--- config.mk ---
export PLATFORM = sky130hd
export DESIGN_NAME = sic_top
export DESIGN_NICKNAME = d
export VERILOG_FILES = /design/src/sic_pkg.sv /design/src/sic_sync.sv /design/src/sic_shift.sv /design/src/sic_top.sv
export SDC_FILE = /design/constraint.sdc
export NUM_CORES = 1
export LEC_CHECK = 0
export ABC_CLOCK_PERIOD_IN_PS = 3580
export BUFFER_PORTS_ARGS = -buffer_cell sky130_fd_sc_hd__buf_2
export CAP_MARGIN = 20
export CORE_UTILIZATION = 55
export DETAILED_ROUTE_END_ITERATION = 12
export PLACE_DENSITY_LB_ADDON = 0.15
export SYNTH_ARGS = -nofsm -noshare
export SYNTH_HDL_FRONTEND = slang
export SYNTH_SLANG_ARGS = --single-unit
--- constraint.sdc ---
create_clock -name pclk -period 3.58 [get_ports pclk]
set_input_delay 0.716 -clock pclk [delete_from_list [all_inputs] [get_ports pclk]]
set_output_delay 0.716 -clock pclk [all_outputs]
set_load 0.01 [all_outputs]
--- src/sic_pkg.sv ---
/*
 package of the byte-oriented i2c master channel: register map, field layout,
 reset values, engine states and timing counts.
 assumes a 125 MHz pclk and an apb master with 32-bit data.
*/
// Function
// - raise byte_done interrupt when each sent byte and its ack clock finish
// - record ack outcome in ack_error_flag after every sent byte
// - start: sda low first, scl low only after start hold time
// - after start enable output, start channel, shift_data_reg write sends address
// - end write: stop channel, output off, sda low, scl high, later release sda
// - restart: stop channel, output off, raise scl with sda high, then sda low
// - after read address, stop channel, set receive-only config, restart channel
// - each received byte starts on a dummy all-ones shift_data_reg write
// - with output enabled, receive drives ack on ninth clock then interrupt
// - last byte: output disabled, sda high on ninth clock gives nack, interrupt
// - after last nack stop channel, restore transmit config, then stop sequence
// - words are eight bits, msb first, no parity, one ack slot
// - scl clock derived by division, sample setting near 381 kHz fast mode
package sic_pkg;
	localparam int unsigned CLK_HZ          = 125_000_000;
	localparam int unsigned CLK_PERIOD_NS   = 8;
	localparam int unsigned HOLD_STD_NS     = 4000;
	localparam int unsigned HOLD_FAST_NS    = 600;
	localparam int unsigned SCL_FAST_HZ     = 381_000;
	localparam int unsigned HOLD_STD_CYC    = (HOLD_STD_NS + CLK_PERIOD_NS - 1) / CLK_PERIOD_NS;
	localparam int unsigned HOLD_FAST_CYC   = (HOLD_FAST_NS + CLK_PERIOD_NS - 1) / CLK_PERIOD_NS;
	localparam int unsigned SCL_HALF_CYC    = CLK_HZ / (2 * SCL_FAST_HZ);
	localparam int unsigned TMR_W           = 10;
	localparam int unsigned BIT_W           = 4;
	localparam logic [3:0]  LAST_BIT        = 4'h8;
	localparam logic [7:0]  ADDR_CFG        = 8'h00;
	localparam logic [7:0]  ADDR_START      = 8'h04;
	localparam logic [7:0]  ADDR_STOP       = 8'h08;
	localparam logic [7:0]  ADDR_SOE        = 8'h0c;
	localparam logic [7:0]  ADDR_SO         = 8'h10;
	localparam logic [7:0]  ADDR_SIO        = 8'h14;
	localparam logic [7:0]  ADDR_STAT       = 8'h18;
	localparam logic [7:0]  ADDR_ISTAT      = 8'h1c;
	localparam logic [7:0]  ADDR_IMASK      = 8'h20;
	localparam int unsigned CFG_TX          = 0;
	localparam int unsigned CFG_RX          = 1;
	localparam int unsigned CFG_FAST        = 2;
	localparam int unsigned SO_SDA          = 0;
	localparam int unsigned SO_SCL          = 1;
	localparam int unsigned ST_ACKERR       = 0;
	localparam int unsigned ST_BUSY         = 1;
	localparam int unsigned ST_EN           = 2;
	localparam logic [2:0]  CFG_RST         = 3'h5;
	localparam logic [1:0]  SO_RST          = 2'h3;
	typedef enum logic [2:0] {
		ENG_IDLE = 3'b001,
		ENG_LOW  = 3'b010,
		ENG_HIGH = 3'b100
	} sic_eng_t;
endpackage : sic_pkg

--- src/sic_sync.sv ---
/*
 two-flop synchroniser for the scl and sda pin inputs.
 assumes the inputs are asynchronous to pclk.
*/
`timescale 1ns/1ns
module sic_sync (
	input  wire logic       pclk,
	input  wire logic       presetn,
	input  wire logic [1:0] d,
	output logic      [1:0] q
);
	logic [1:0] meta_r;

	// first stage feeds the second stage only
	always_ff @(posedge pclk or negedge presetn) begin
		if (!presetn) begin
			meta_r <= 2'h3;
			q      <= 2'h3;
		end else begin
			meta_r <= d;
			q      <= meta_r;
		end
	end
endmodule : sic_sync

--- src/sic_shift.sv ---
/*
 shift engine: clocks out one byte msb first plus one ack slot, sampling sda
 at the end of each scl high phase.
 assumes sda_in is already synchronised to pclk.
*/
`timescale 1ns/1ns
module sic_shift (
	input  wire logic       pclk,
	input  wire logic       presetn,
	input  wire logic       go,
	input  wire logic [7:0] tx_byte,
	input  wire logic       ack_bit,
	input  wire logic       sda_in,
	output logic            scl_q,
	output logic            sda_q,
	output logic            busy,
	output logic            done,
	output logic      [7:0] rx_byte,
	output logic            ack_sample
);
	sic_pkg::sic_eng_t                  st_r;
	logic [8:0]                         sh_r;
	logic [sic_pkg::BIT_W-1:0]          bit_r;
	logic [sic_pkg::TMR_W-1:0]          div_r;
	logic                               half_end;

	assign half_end = (div_r == sic_pkg::TMR_W'(sic_pkg::SCL_HALF_CYC - 1));
	assign busy     = (st_r != sic_pkg::ENG_IDLE);

	always_ff @(posedge pclk or negedge presetn) begin
		if (!presetn) begin
			st_r       <= sic_pkg::ENG_IDLE;
			sh_r       <= 9'h1ff;
			bit_r      <= '0;
			div_r      <= '0;
			scl_q      <= 1'b0;
			sda_q      <= 1'b1;
			done       <= 1'b0;
			rx_byte    <= 8'h00;
			ack_sample <= 1'b1;
		end else begin
			done <= 1'b0;
			case (st_r)
				sic_pkg::ENG_IDLE: begin
					if (go) begin
						sh_r  <= {tx_byte, ack_bit};
						sda_q <= tx_byte[7];
						bit_r <= '0;
						div_r <= '0;
						st_r  <= sic_pkg::ENG_LOW;
					end
				end
				sic_pkg::ENG_LOW: begin
					div_r <= div_r + 1'b1;
					if (half_end) begin
						div_r <= '0;
						scl_q <= 1'b1;
						st_r  <= sic_pkg::ENG_HIGH;
					end
				end
				sic_pkg::ENG_HIGH: begin
					div_r <= div_r + 1'b1;
					if (half_end) begin
						div_r <= '0;
						scl_q <= 1'b0;
						if (bit_r == sic_pkg::LAST_BIT) begin
							ack_sample <= sda_in;
							sda_q      <= 1'b1;
							done       <= 1'b1;
							st_r       <= sic_pkg::ENG_IDLE;
						end else begin
							rx_byte <= {rx_byte[6:0], sda_in};
							sh_r    <= {sh_r[7:0], 1'b1};
							sda_q   <= sh_r[7];
							bit_r   <= bit_r + 1'b1;
							st_r    <= sic_pkg::ENG_LOW;
						end
					end
				end
				default: st_r <= sic_pkg::ENG_IDLE;
			endcase
		end
	end
endmodule : sic_shift

--- src/sic_top.sv ---
/*
 byte-oriented i2c master channel with an apb register file, direct scl/sda
 level control, a shift channel and a masked byte-done interrupt.
 assumes open-drain pins with external pull-ups and a single i2c master.
*/
`timescale 1ns/1ns
module sic_top (
	input  wire logic        pclk,
	input  wire logic        presetn,
	input  wire logic        psel,
	input  wire logic        penable,
	input  wire logic        pwrite,
	input  wire logic [7:0]  paddr,
	input  wire logic [31:0] pwdata,
	output logic      [31:0] prdata,
	output logic             pready,
	output logic             pslverr,
	output logic             irq,
	input  wire logic        scl_i,
	output logic             scl_o,
	output logic             scl_oe,
	input  wire logic        sda_i,
	output logic             sda_o,
	output logic             sda_oe
);
	logic [2:0]                 cfg_r;
	logic                       en_r;
	logic                       soe_r;
	logic [1:0]                 so_r;
	logic                       sda_lvl_r;
	logic                       scl_lvl_r;
	logic [sic_pkg::TMR_W-1:0]  tmr_r;
	logic                       ackerr_r;
	logic                       istat_r;
	logic                       imask_r;
	logic                       go_r;
	logic [7:0]                 txb_r;
	logic [1:0]                 pin_s;
	logic                       eng_scl;
	logic                       eng_sda;
	logic                       eng_busy;
	logic                       eng_done;
	logic [7:0]                 eng_rx;
	logic                       eng_ack;
	logic                       acc;
	logic                       wr;
	logic [sic_pkg::TMR_W-1:0]  hold_cyc;
	logic                       hold_ok;
	logic                       scl_val;
	logic                       sda_val;
	logic                       own_r;

	function automatic logic sic_mapped(input logic [7:0] a);
		sic_mapped = (a == sic_pkg::ADDR_CFG)   || (a == sic_pkg::ADDR_START) ||
		             (a == sic_pkg::ADDR_STOP)  || (a == sic_pkg::ADDR_SOE)   ||
		             (a == sic_pkg::ADDR_SO)    || (a == sic_pkg::ADDR_SIO)   ||
		             (a == sic_pkg::ADDR_STAT)  || (a == sic_pkg::ADDR_ISTAT) ||
		             (a == sic_pkg::ADDR_IMASK);
	endfunction : sic_mapped

	function automatic logic sic_wr_to(input logic w, input logic [7:0] a,
		input logic [7:0] r);
		sic_wr_to = w && (a == r) && sic_mapped(a);
	endfunction : sic_wr_to

	// every access answers one cycle into its access phase
	assign acc = psel && penable && !pready;
	assign wr  = acc && pwrite;

	sic_sync u_sync (
		.pclk    (pclk),
		.presetn (presetn),
		.d       ({scl_i, sda_i}),
		.q       (pin_s)
	);

	sic_shift u_shift (
		.pclk       (pclk),
		.presetn    (presetn),
		.go         (go_r),
		.tx_byte    (txb_r),
		.ack_bit    (cfg_r[sic_pkg::CFG_TX]), // transmit releases the ack slot
		.sda_in     (pin_s[0]),
		.scl_q      (eng_scl),
		.sda_q      (eng_sda),
		.busy       (eng_busy),
		.done       (eng_done),
		.rx_byte    (eng_rx),
		.ack_sample (eng_ack)
	);

	// apb handshake and read data
	always_ff @(posedge pclk or negedge presetn) begin
		if (!presetn) begin
			pready  <= 1'b0;
			pslverr <= 1'b0;
			prdata  <= 32'h0000_0000;
		end else begin
			pready  <= acc;
			pslverr <= acc && !sic_mapped(paddr);
			if (acc && !pwrite) begin
				case (paddr)
					sic_pkg::ADDR_CFG:   prdata <= {29'h0, cfg_r};
					sic_pkg::ADDR_SOE:   prdata <= {31'h0, soe_r};
					sic_pkg::ADDR_SO:    prdata <= {30'h0, so_r};
					sic_pkg::ADDR_SIO:   prdata <= {24'h0, eng_rx};
					sic_pkg::ADDR_STAT:  prdata <= {29'h0, en_r, eng_busy || go_r, ackerr_r};
					sic_pkg::ADDR_ISTAT: prdata <= {31'h0, istat_r};
					sic_pkg::ADDR_IMASK: prdata <= {31'h0, imask_r};
					default:             prdata <= 32'h0000_0000;
				endcase
			end
		end
	end

	// config only changes while the channel is stopped, so a direction switch
	// mid-byte cannot corrupt the ack slot
	always_ff @(posedge pclk or negedge presetn) begin
		if (!presetn) begin
			cfg_r <= sic_pkg::CFG_RST;
		end else if (sic_wr_to(wr, paddr, sic_pkg::ADDR_CFG) && !en_r) begin
			cfg_r <= pwdata[2:0];
		end
	end

	// channel run state; stop wins over start in the same write stream
	always_ff @(posedge pclk or negedge presetn) begin
		if (!presetn) begin
			en_r <= 1'b0;
		end else if (sic_wr_to(wr, paddr, sic_pkg::ADDR_STOP) && pwdata[0]) begin
			en_r <= 1'b0;
		end else if (sic_wr_to(wr, paddr, sic_pkg::ADDR_START) && pwdata[0]) begin
			en_r <= 1'b1;
		end
	end

	always_ff @(posedge pclk or negedge presetn) begin
		if (!presetn) begin
			soe_r <= 1'b0;
		end else if (sic_wr_to(wr, paddr, sic_pkg::ADDR_SOE)) begin
			soe_r <= pwdata[0];
		end
	end

	always_ff @(posedge pclk or negedge presetn) begin
		if (!presetn) begin
			so_r <= sic_pkg::SO_RST;
		end else if (sic_wr_to(wr, paddr, sic_pkg::ADDR_SO)) begin
			so_r <= pwdata[1:0];
		end
	end

	// a shift_data_reg write while the channel runs and is idle kicks a byte;
	// writes while busy or stopped are dropped
	always_ff @(posedge pclk or negedge presetn) begin
		if (!presetn) begin
			go_r  <= 1'b0;
			txb_r <= 8'hff;
		end else begin
			go_r <= 1'b0;
			if (sic_wr_to(wr, paddr, sic_pkg::ADDR_SIO) && en_r && !eng_busy && !go_r) begin
				go_r  <= 1'b1;
				txb_r <= pwdata[7:0];
			end
		end
	end

	// ack outcome of each transmitted byte; receive bytes leave it cleared
	always_ff @(posedge pclk or negedge presetn) begin
		if (!presetn) begin
			ackerr_r <= 1'b0;
		end else if (eng_done) begin
			ackerr_r <= cfg_r[sic_pkg::CFG_TX] && eng_ack;
		end
	end

	// bus-timing guard on the directly driven levels
	assign hold_cyc = cfg_r[sic_pkg::CFG_FAST] ? sic_pkg::TMR_W'(sic_pkg::HOLD_FAST_CYC)
	                                           : sic_pkg::TMR_W'(sic_pkg::HOLD_STD_CYC);
	assign hold_ok  = (tmr_r >= hold_cyc);

	always_ff @(posedge pclk or negedge presetn) begin
		if (!presetn) begin
			sda_lvl_r <= 1'b1;
			scl_lvl_r <= 1'b1;
			tmr_r     <= '0;
		end else begin
			if (!hold_ok) begin
				tmr_r <= tmr_r + 1'b1;
			end
			// sda falls freely: start and restart edges come first
			if (so_r[sic_pkg::SO_SDA] != sda_lvl_r) begin
				if (!so_r[sic_pkg::SO_SDA] || !scl_lvl_r || hold_ok) begin
					sda_lvl_r <= so_r[sic_pkg::SO_SDA];
					tmr_r     <= '0;
				end
			end else if (so_r[sic_pkg::SO_SCL] != scl_lvl_r) begin
				if (so_r[sic_pkg::SO_SCL] || sda_lvl_r || hold_ok) begin
					scl_lvl_r <= so_r[sic_pkg::SO_SCL];
					tmr_r     <= '0;
				end
			end
		end
	end

	// pin mux: the running channel owns both lines; with output disabled the
	// data line stays released, which is the nack on the last byte
	// the engine takes the pins only once scl_oe shows scl driven low, so an early
	// start cannot cut the start hold short or move sda while scl is high
	always_ff @(posedge pclk or negedge presetn) begin
		if (!presetn) begin
			own_r <= 1'b0;
		end else begin
			own_r <= en_r && (own_r || scl_oe);
		end
	end

	assign scl_val = own_r ? eng_scl : scl_lvl_r;
	assign sda_val = own_r ? (soe_r ? eng_sda : 1'b1) : sda_lvl_r;

	always_ff @(posedge pclk or negedge presetn) begin
		if (!presetn) begin
			scl_o  <= 1'b0;
			scl_oe <= 1'b0;
			sda_o  <= 1'b0;
			sda_oe <= 1'b0;
		end else begin
			scl_o  <= 1'b0;
			scl_oe <= !scl_val;
			sda_o  <= 1'b0;
			sda_oe <= !sda_val;
		end
	end

	// sticky byte-done status; a new event beats a write-one clear
	always_ff @(posedge pclk or negedge presetn) begin
		if (!presetn) begin
			istat_r <= 1'b0;
		end else if (eng_done) begin
			istat_r <= 1'b1;
		end else if (sic_wr_to(wr, paddr, sic_pkg::ADDR_ISTAT) && pwdata[0]) begin
			istat_r <= 1'b0;
		end
	end

	always_ff @(posedge pclk or negedge presetn) begin
		if (!presetn) begin
			imask_r <= 1'b0;
		end else if (sic_wr_to(wr, paddr, sic_pkg::ADDR_IMASK)) begin
			imask_r <= pwdata[0];
		end
	end

	always_ff @(posedge pclk or negedge presetn) begin
		if (!presetn) begin
			irq <= 1'b0;
		end else begin
			irq <= istat_r && imask_r;
		end
	end
endmodule : sic_top

# Word level (Yosys, flattened, before mapping)
# Cells that the tools add are included.
# W data, S select, Z words.
# op_classes
n_mux	41
order_cmp	1
n_reduce_logical	71
n_addsub	3
n_eq_ne	20
bitwise_logic	2
# ops
operator	count
$mux W10	7
$pmux W8 S7	1
$eq A8 B5 Y1 const B	4
$logic_and A1 B1 Y1	31
$mux W8	3
$add A10 B1 Y10 const B	2
$pmux W10 S2	1
$reduce_and A3 Y1	6
$eq A8 B4 Y1 const B	2
$mux W1	16
$pmux W8 S2	1
$logic_or A1 B1 Y1	14
$mux W4	3
$eq A10 B8 Y1 const B	1
$ge A10 B9 Y1	1
$logic_not A1 Y1	10
$reduce_bool A2 Y1	5
$mux W3	3
$mux W9	1
$pmux W3 S3	1
$eq A8 B3 Y1 const B	1
$eq A8 B6 Y1 const B	1
$logic_not A8 Y1	1
$pmux W4 S2	1
other kinds (15)	21
# word_totals
word_cells	168
regBits	108
output_inout_bits	39
input_bits	47

# Logic depth before layout (Yosys ltp)
# depth
depth_word	14
ltp_mapped	9
ltp_nobuf	8

# Cells and area by module
# A second synthesis with hierarchy kept.
# hier_totals
hier_cells	435
area_unflattened_um2	4514.3
# by_module_without_submodules
mod	cells_each	instances	area_each_um2	seq_area_each_um2
sic_top	243	1	2483.6	1143.6
sic_shift	188	1	1925.6	939.7
sic_sync	4	1	105.1	105.1

# Worst setup path before layout
# No wires, ideal clock.
# synth_timing
path_kind	register to register
from	register cfg_r[2]
to	register tmr_r[6] (netlist name)
setup_time_ns	0.079
arrival_time_ns	2.287
required_ns	3.501
synth_period_minus_slack_ns	2.366
n_path_buf	1
slack_ns	1.214
stages_incl_launch_ff	10
path_cell_list	dfstp_2 inv_1 ha_1 a21o_1 nand3_1 a21oi_1 or2_0 clkbuf_1 or4_1 a21oi_1
# synth_between
elab_chain_len	6
elab_cells_between_ends	9
cone_classes	order compare: 1; mux: 6; reduce/logical: 2
# synth_lines
element	line	source
start, declared	sic_top.sv:26	logic [2:0] cfg_r;
start signal, assigned	sic_top.sv:120	cfg_r <= sic_pkg::CFG_RST;
start signal, assigned	sic_top.sv:122	cfg_r <= pwdata[2:0];
$mux W9 *	sic_top.sv:178	assign hold_cyc = cfg_r[sic_pkg::CFG_FAST] ? sic_pkg::TMR_W'(sic_pkg::HOLD_FAST_CYC)
$ge A10 B9 Y1 *	sic_top.sv:180	assign hold_ok = (tmr_r >= hold_cyc);
$mux W10 or $logic_or A1 B1 Y1 (tied branches)	sic_top.sv:188, sic_top.sv:198	
$mux W10	sic_top.sv:198	if (so_r[sic_pkg::SO_SCL] || sda_lvl_r || hold_ok) begin
$mux W10	sic_top.sv:197	end else if (so_r[sic_pkg::SO_SCL] != scl_lvl_r) begin
$mux W10 *	sic_top.sv:192	if (so_r[sic_pkg::SO_SDA] != sda_lvl_r) begin
end signal, assigned	sic_top.sv:189	tmr_r <= tmr_r + 1'b1;
end, declared	sic_top.sv:32	logic [sic_pkg::TMR_W-1:0] tmr_r;
# Every way passes the cells marked *; elsewhere a longest branch is shown, timed or not.
# A chain may end at the register's enable or synchronous reset.

# Worst setup path after layout
# layout_timing
from	register cfg_r[2]
to	register tmr_r[4] (netlist name)
# Same word-level chain as after synthesis.

==> reports/results.txt <==
status - finished, final reports clean
number of global-route vias before repair - 2,884
number of cells on the worst reg-to-reg path - 8
WL per Instance - 14.0 um
RSZ-0062 raised after global routing - no
ANT cells - 0
Syn Area/Cell - 10.3 um2
first-pass GRT wire length - 13.5 mm
area share of xor/xnor cells in the synthesized design - 2.21%
CP max stage delay - 620 ps
Max-cap violations - 0
clock slew at reported path FFs - 90 ps
share of cells above drive strength 1 - 24.3%
CP Cell Sequence - inv_1 > ha_1 > a21o_1 > nand3_1 > a21oi_1 > nor2_1 > a21oi_1 > nor2_1
Synthesis Warnings - 0
mux contribution to synthesized area - 8.40%
critical path endpoint category - register
Hold WC Path Type - in2async
Clock Path Buffers - 2
Slew @ Worst Pin - 717 ps
clock skew - 6.23 ps
final setup vio count - 0
Clock Sinks - 84
total routed wirelength - 7.89 mm
post-synth cell types - 54
htree depth - 3
antenna violations before repair - 0
Synth Area in Simple Gates - 18.9%
Critical Path Source Type - register
Tot Pwr - 0.00187 W
Ports - 86
Synth Area in Adders - 3.44%
Post-CTS Resized - 0
dpl hpwl - 5.48 mm
reg2reg setup slack - 920 ps
Residual DRC - 0
Reg-to-Reg Start - cfg_r[2]
nets - 514
crit share post-route - 74.2%
Root Buffer - clkbuf_8
Vias - 3,095
post-synthesis sequential area ratio - 49.0%
Starting DRT DRC Count - 161
Syn-to-layout area delta - 7.80%
global placement routability congestion - 0.795
Die Y - 91.1 um
die area - 8290 um2
floorplan row count - 32
Max Slew Vio Count - 0
Synth async-reset ratio - 100%
DR pass1 iterations - 4
largest net degree at the start of global routing - 85
Setup TNS Final - 0 ps
DR vias/cell - 5.51
maximum VDD drop - 0.196 mV
required time worst endpoint - 3800 ps
Initial Util - 56.8%
postcts setup bufs - 0
Compound-Gate Fraction of Synth Area - 11.0%
minimum clock period after layout - 2660 ps
Cells after Synth - 425
Antenna Nets Post-Route - 0
gr ovfl total - 0
R2R Path End - tmr_r[4]
fmax - 0.377 GHz
WP data arrival - 2870 ps
PwrDens - 398 nW/um2
total CTS buffers - 9
Syn Std Cell Area - 4360 um2
CTS Hold Bufs - 0
number of synthesized flops with an enable pin - 0
IO buf count - 34
GRT Total Usage - 20.4%
CTS tree - done
top_reg_cell synth - dfrtp_1
Setup Crit Path Kind - reg2reg
Clk Latency, worst-skew pair - 360 ps
Slew headroom - 52.0%
die extent in x - 91.1 um
Max FO, Critical Path - 8
Core Region - 7690 um2
slowest CP cell - dfstp_2
#FFs+latches synth - 84
Fin. Hold Viols - 0
Leakage - 2.18 nW
largest family of logic cells by synthesized area - simple AND/OR/NAND/NOR gates
==> per-layer routing <==
| layer | GRT usage, % | part of all wire [%] | vias to the layer above |
|---|---|---|---|
| li1 | - | - | 1503 |
| met1 | 28.8 | 51 | 1532 |
| met2 | 31.3 | 45 | 48 |
| met3 | 4.44 | 3.1 | 12 |
| met4 | 6.75 | 1.3 | 0 |
| met5 | 0 | 0 | - |
==> layout by cell type, fill, tap and decap left out, drive strengths merged, types with 3 or more instances in the layout <==
master,instances
a21oi,17
a22o,5
a31oi,11
and3,6
and3b,3
buf,35
clkbuf,10
clkinvlp,4
conb,26
dfrtp,57
dfstp,27
ha,12
inv,12
mux2,24
mux2i,7
nand2,38
nand2b,5
nand3,23
nand4,7
nor2,37
nor2b,5
nor3,9
nor3b,5
o21ai,31
o22ai,3
o31ai,4
xnor2,6
xor2,5
==> per-stage QoR <==
stage | cells | setup WS (ps) | utilization [%] | instance area (um2) | hold WS [ps]
final | 562 | 925 | 61.2 | 4700 | 222
after CTS | 561 | 935 | 60.8 | 4680 | 363
after floorplan | 450 | 1210 | - | 4460 | 345
after global routing | 562 | 751 | 61.2 | 4700 | 222
after global placement | 545 | 1030 | 58.4 | 4490 | 346
after detailed placement | 545 | 952 | 58.4 | 4490 | 350
==> worst max path at each step <==
stage,startpoint,to,cells past startpoint
2_1_floorplan,cfg_r[2],tmr_r[6],9
3_5_place_dp,cfg_r[2],tmr_r[4],8
4_1_cts,cfg_r[2],tmr_r[4],8
5_1_grt,cfg_r[2],tmr_r[5],8
3_3_place_gp,paddr[1],prdata[4],6
6_report,cfg_r[2],tmr_r[4],8
==> sequential cells by signal (all words and copies together), names as in the netlist, 2 cells and up <==
signal,count
u_shift.rx_byte,8
u_shift.div_r,10
prdata,8
tmr_r,10
txb_r,8
so_r,2
u_shift.st_r,3
cfg_r,3
u_shift.bit_r,4
u_shift.sh_r,8
==> power breakdown <==
part	switching (W)	leakage (nW)	internal [W]	total, W
Combinational	0.000124	1.04	0.0000810	0.000205
Sequential	0.0000442	1.05	0.000993	0.00104
Clock	0.000357	0.0811	0.000274	0.000631
Total	0.000525	2.18	0.00135	0.00187
==> Yosys cell counts, drive strengths merged, types with 2 or more instances <==
cell	instances	area [um2]
inv	11	41.3
nand2b	5	31.3
o22ai	3	18.8
and3b	3	26.3
or4	2	15.0
nor3	9	50.1
xor2	5	43.8
and3	6	37.5
xnor2	6	52.6
ha	12	150
dfstp	27	709
nand3b	2	15.0
or3	2	17.5
a21oi	17	85.1
clkbuf	10	37.5
nand2	38	145
a31oi	11	68.8
mux2i	7	70.1
o21ai	31	155
buf	31	229
o31ai	4	35.0
dfrtp	57	1430
a21o	2	15.0
a211oi	2	20.0
nand4b	2	32.5
nand3	23	115
mux2	24	297
a22o	5	43.8
nor4	2	12.5
and2	2	12.5
nor2	37	139
nor3b	5	42.5
nand4	7	43.8
nor2b	5	31.3
==> area by class of cell <==
| cell class | instances | area (um2) |
|---|---|---|
| multi-input combinational | 314 | 2010 |
| tap | 102 | 128 |
| clock inverter | 6 | 47.5 |
| fill | 670 | 2980 |
| sequential | 84 | 2140 |
| inverter | 11 | 41.3 |
| timing repair buffer | 35 | 200 |
| clock buffer | 10 | 138 |
==> critical path: cells and delay by family, from the launching register on <==
kind	cells	cell delay (ps)
and+or+nand+nor	3	370
buffers and inverters	1	120
DFF	1	620
AOI/OAI and AO/OA	3	1080
adders and majority gates	1	320
==> logic make-up (layout without fill, tap and decap cells) <==
group           after synthesis  count (layout)
xor+xnor                     11              11
flops                        84              84
mux                          31              31
buf+inv                      52              62
other cells                   1              26
simple gates                155             155
fa+ha+maj                    12              12
compound gates               79              79
No activity file was read; power rests on OpenSTA's default activity.
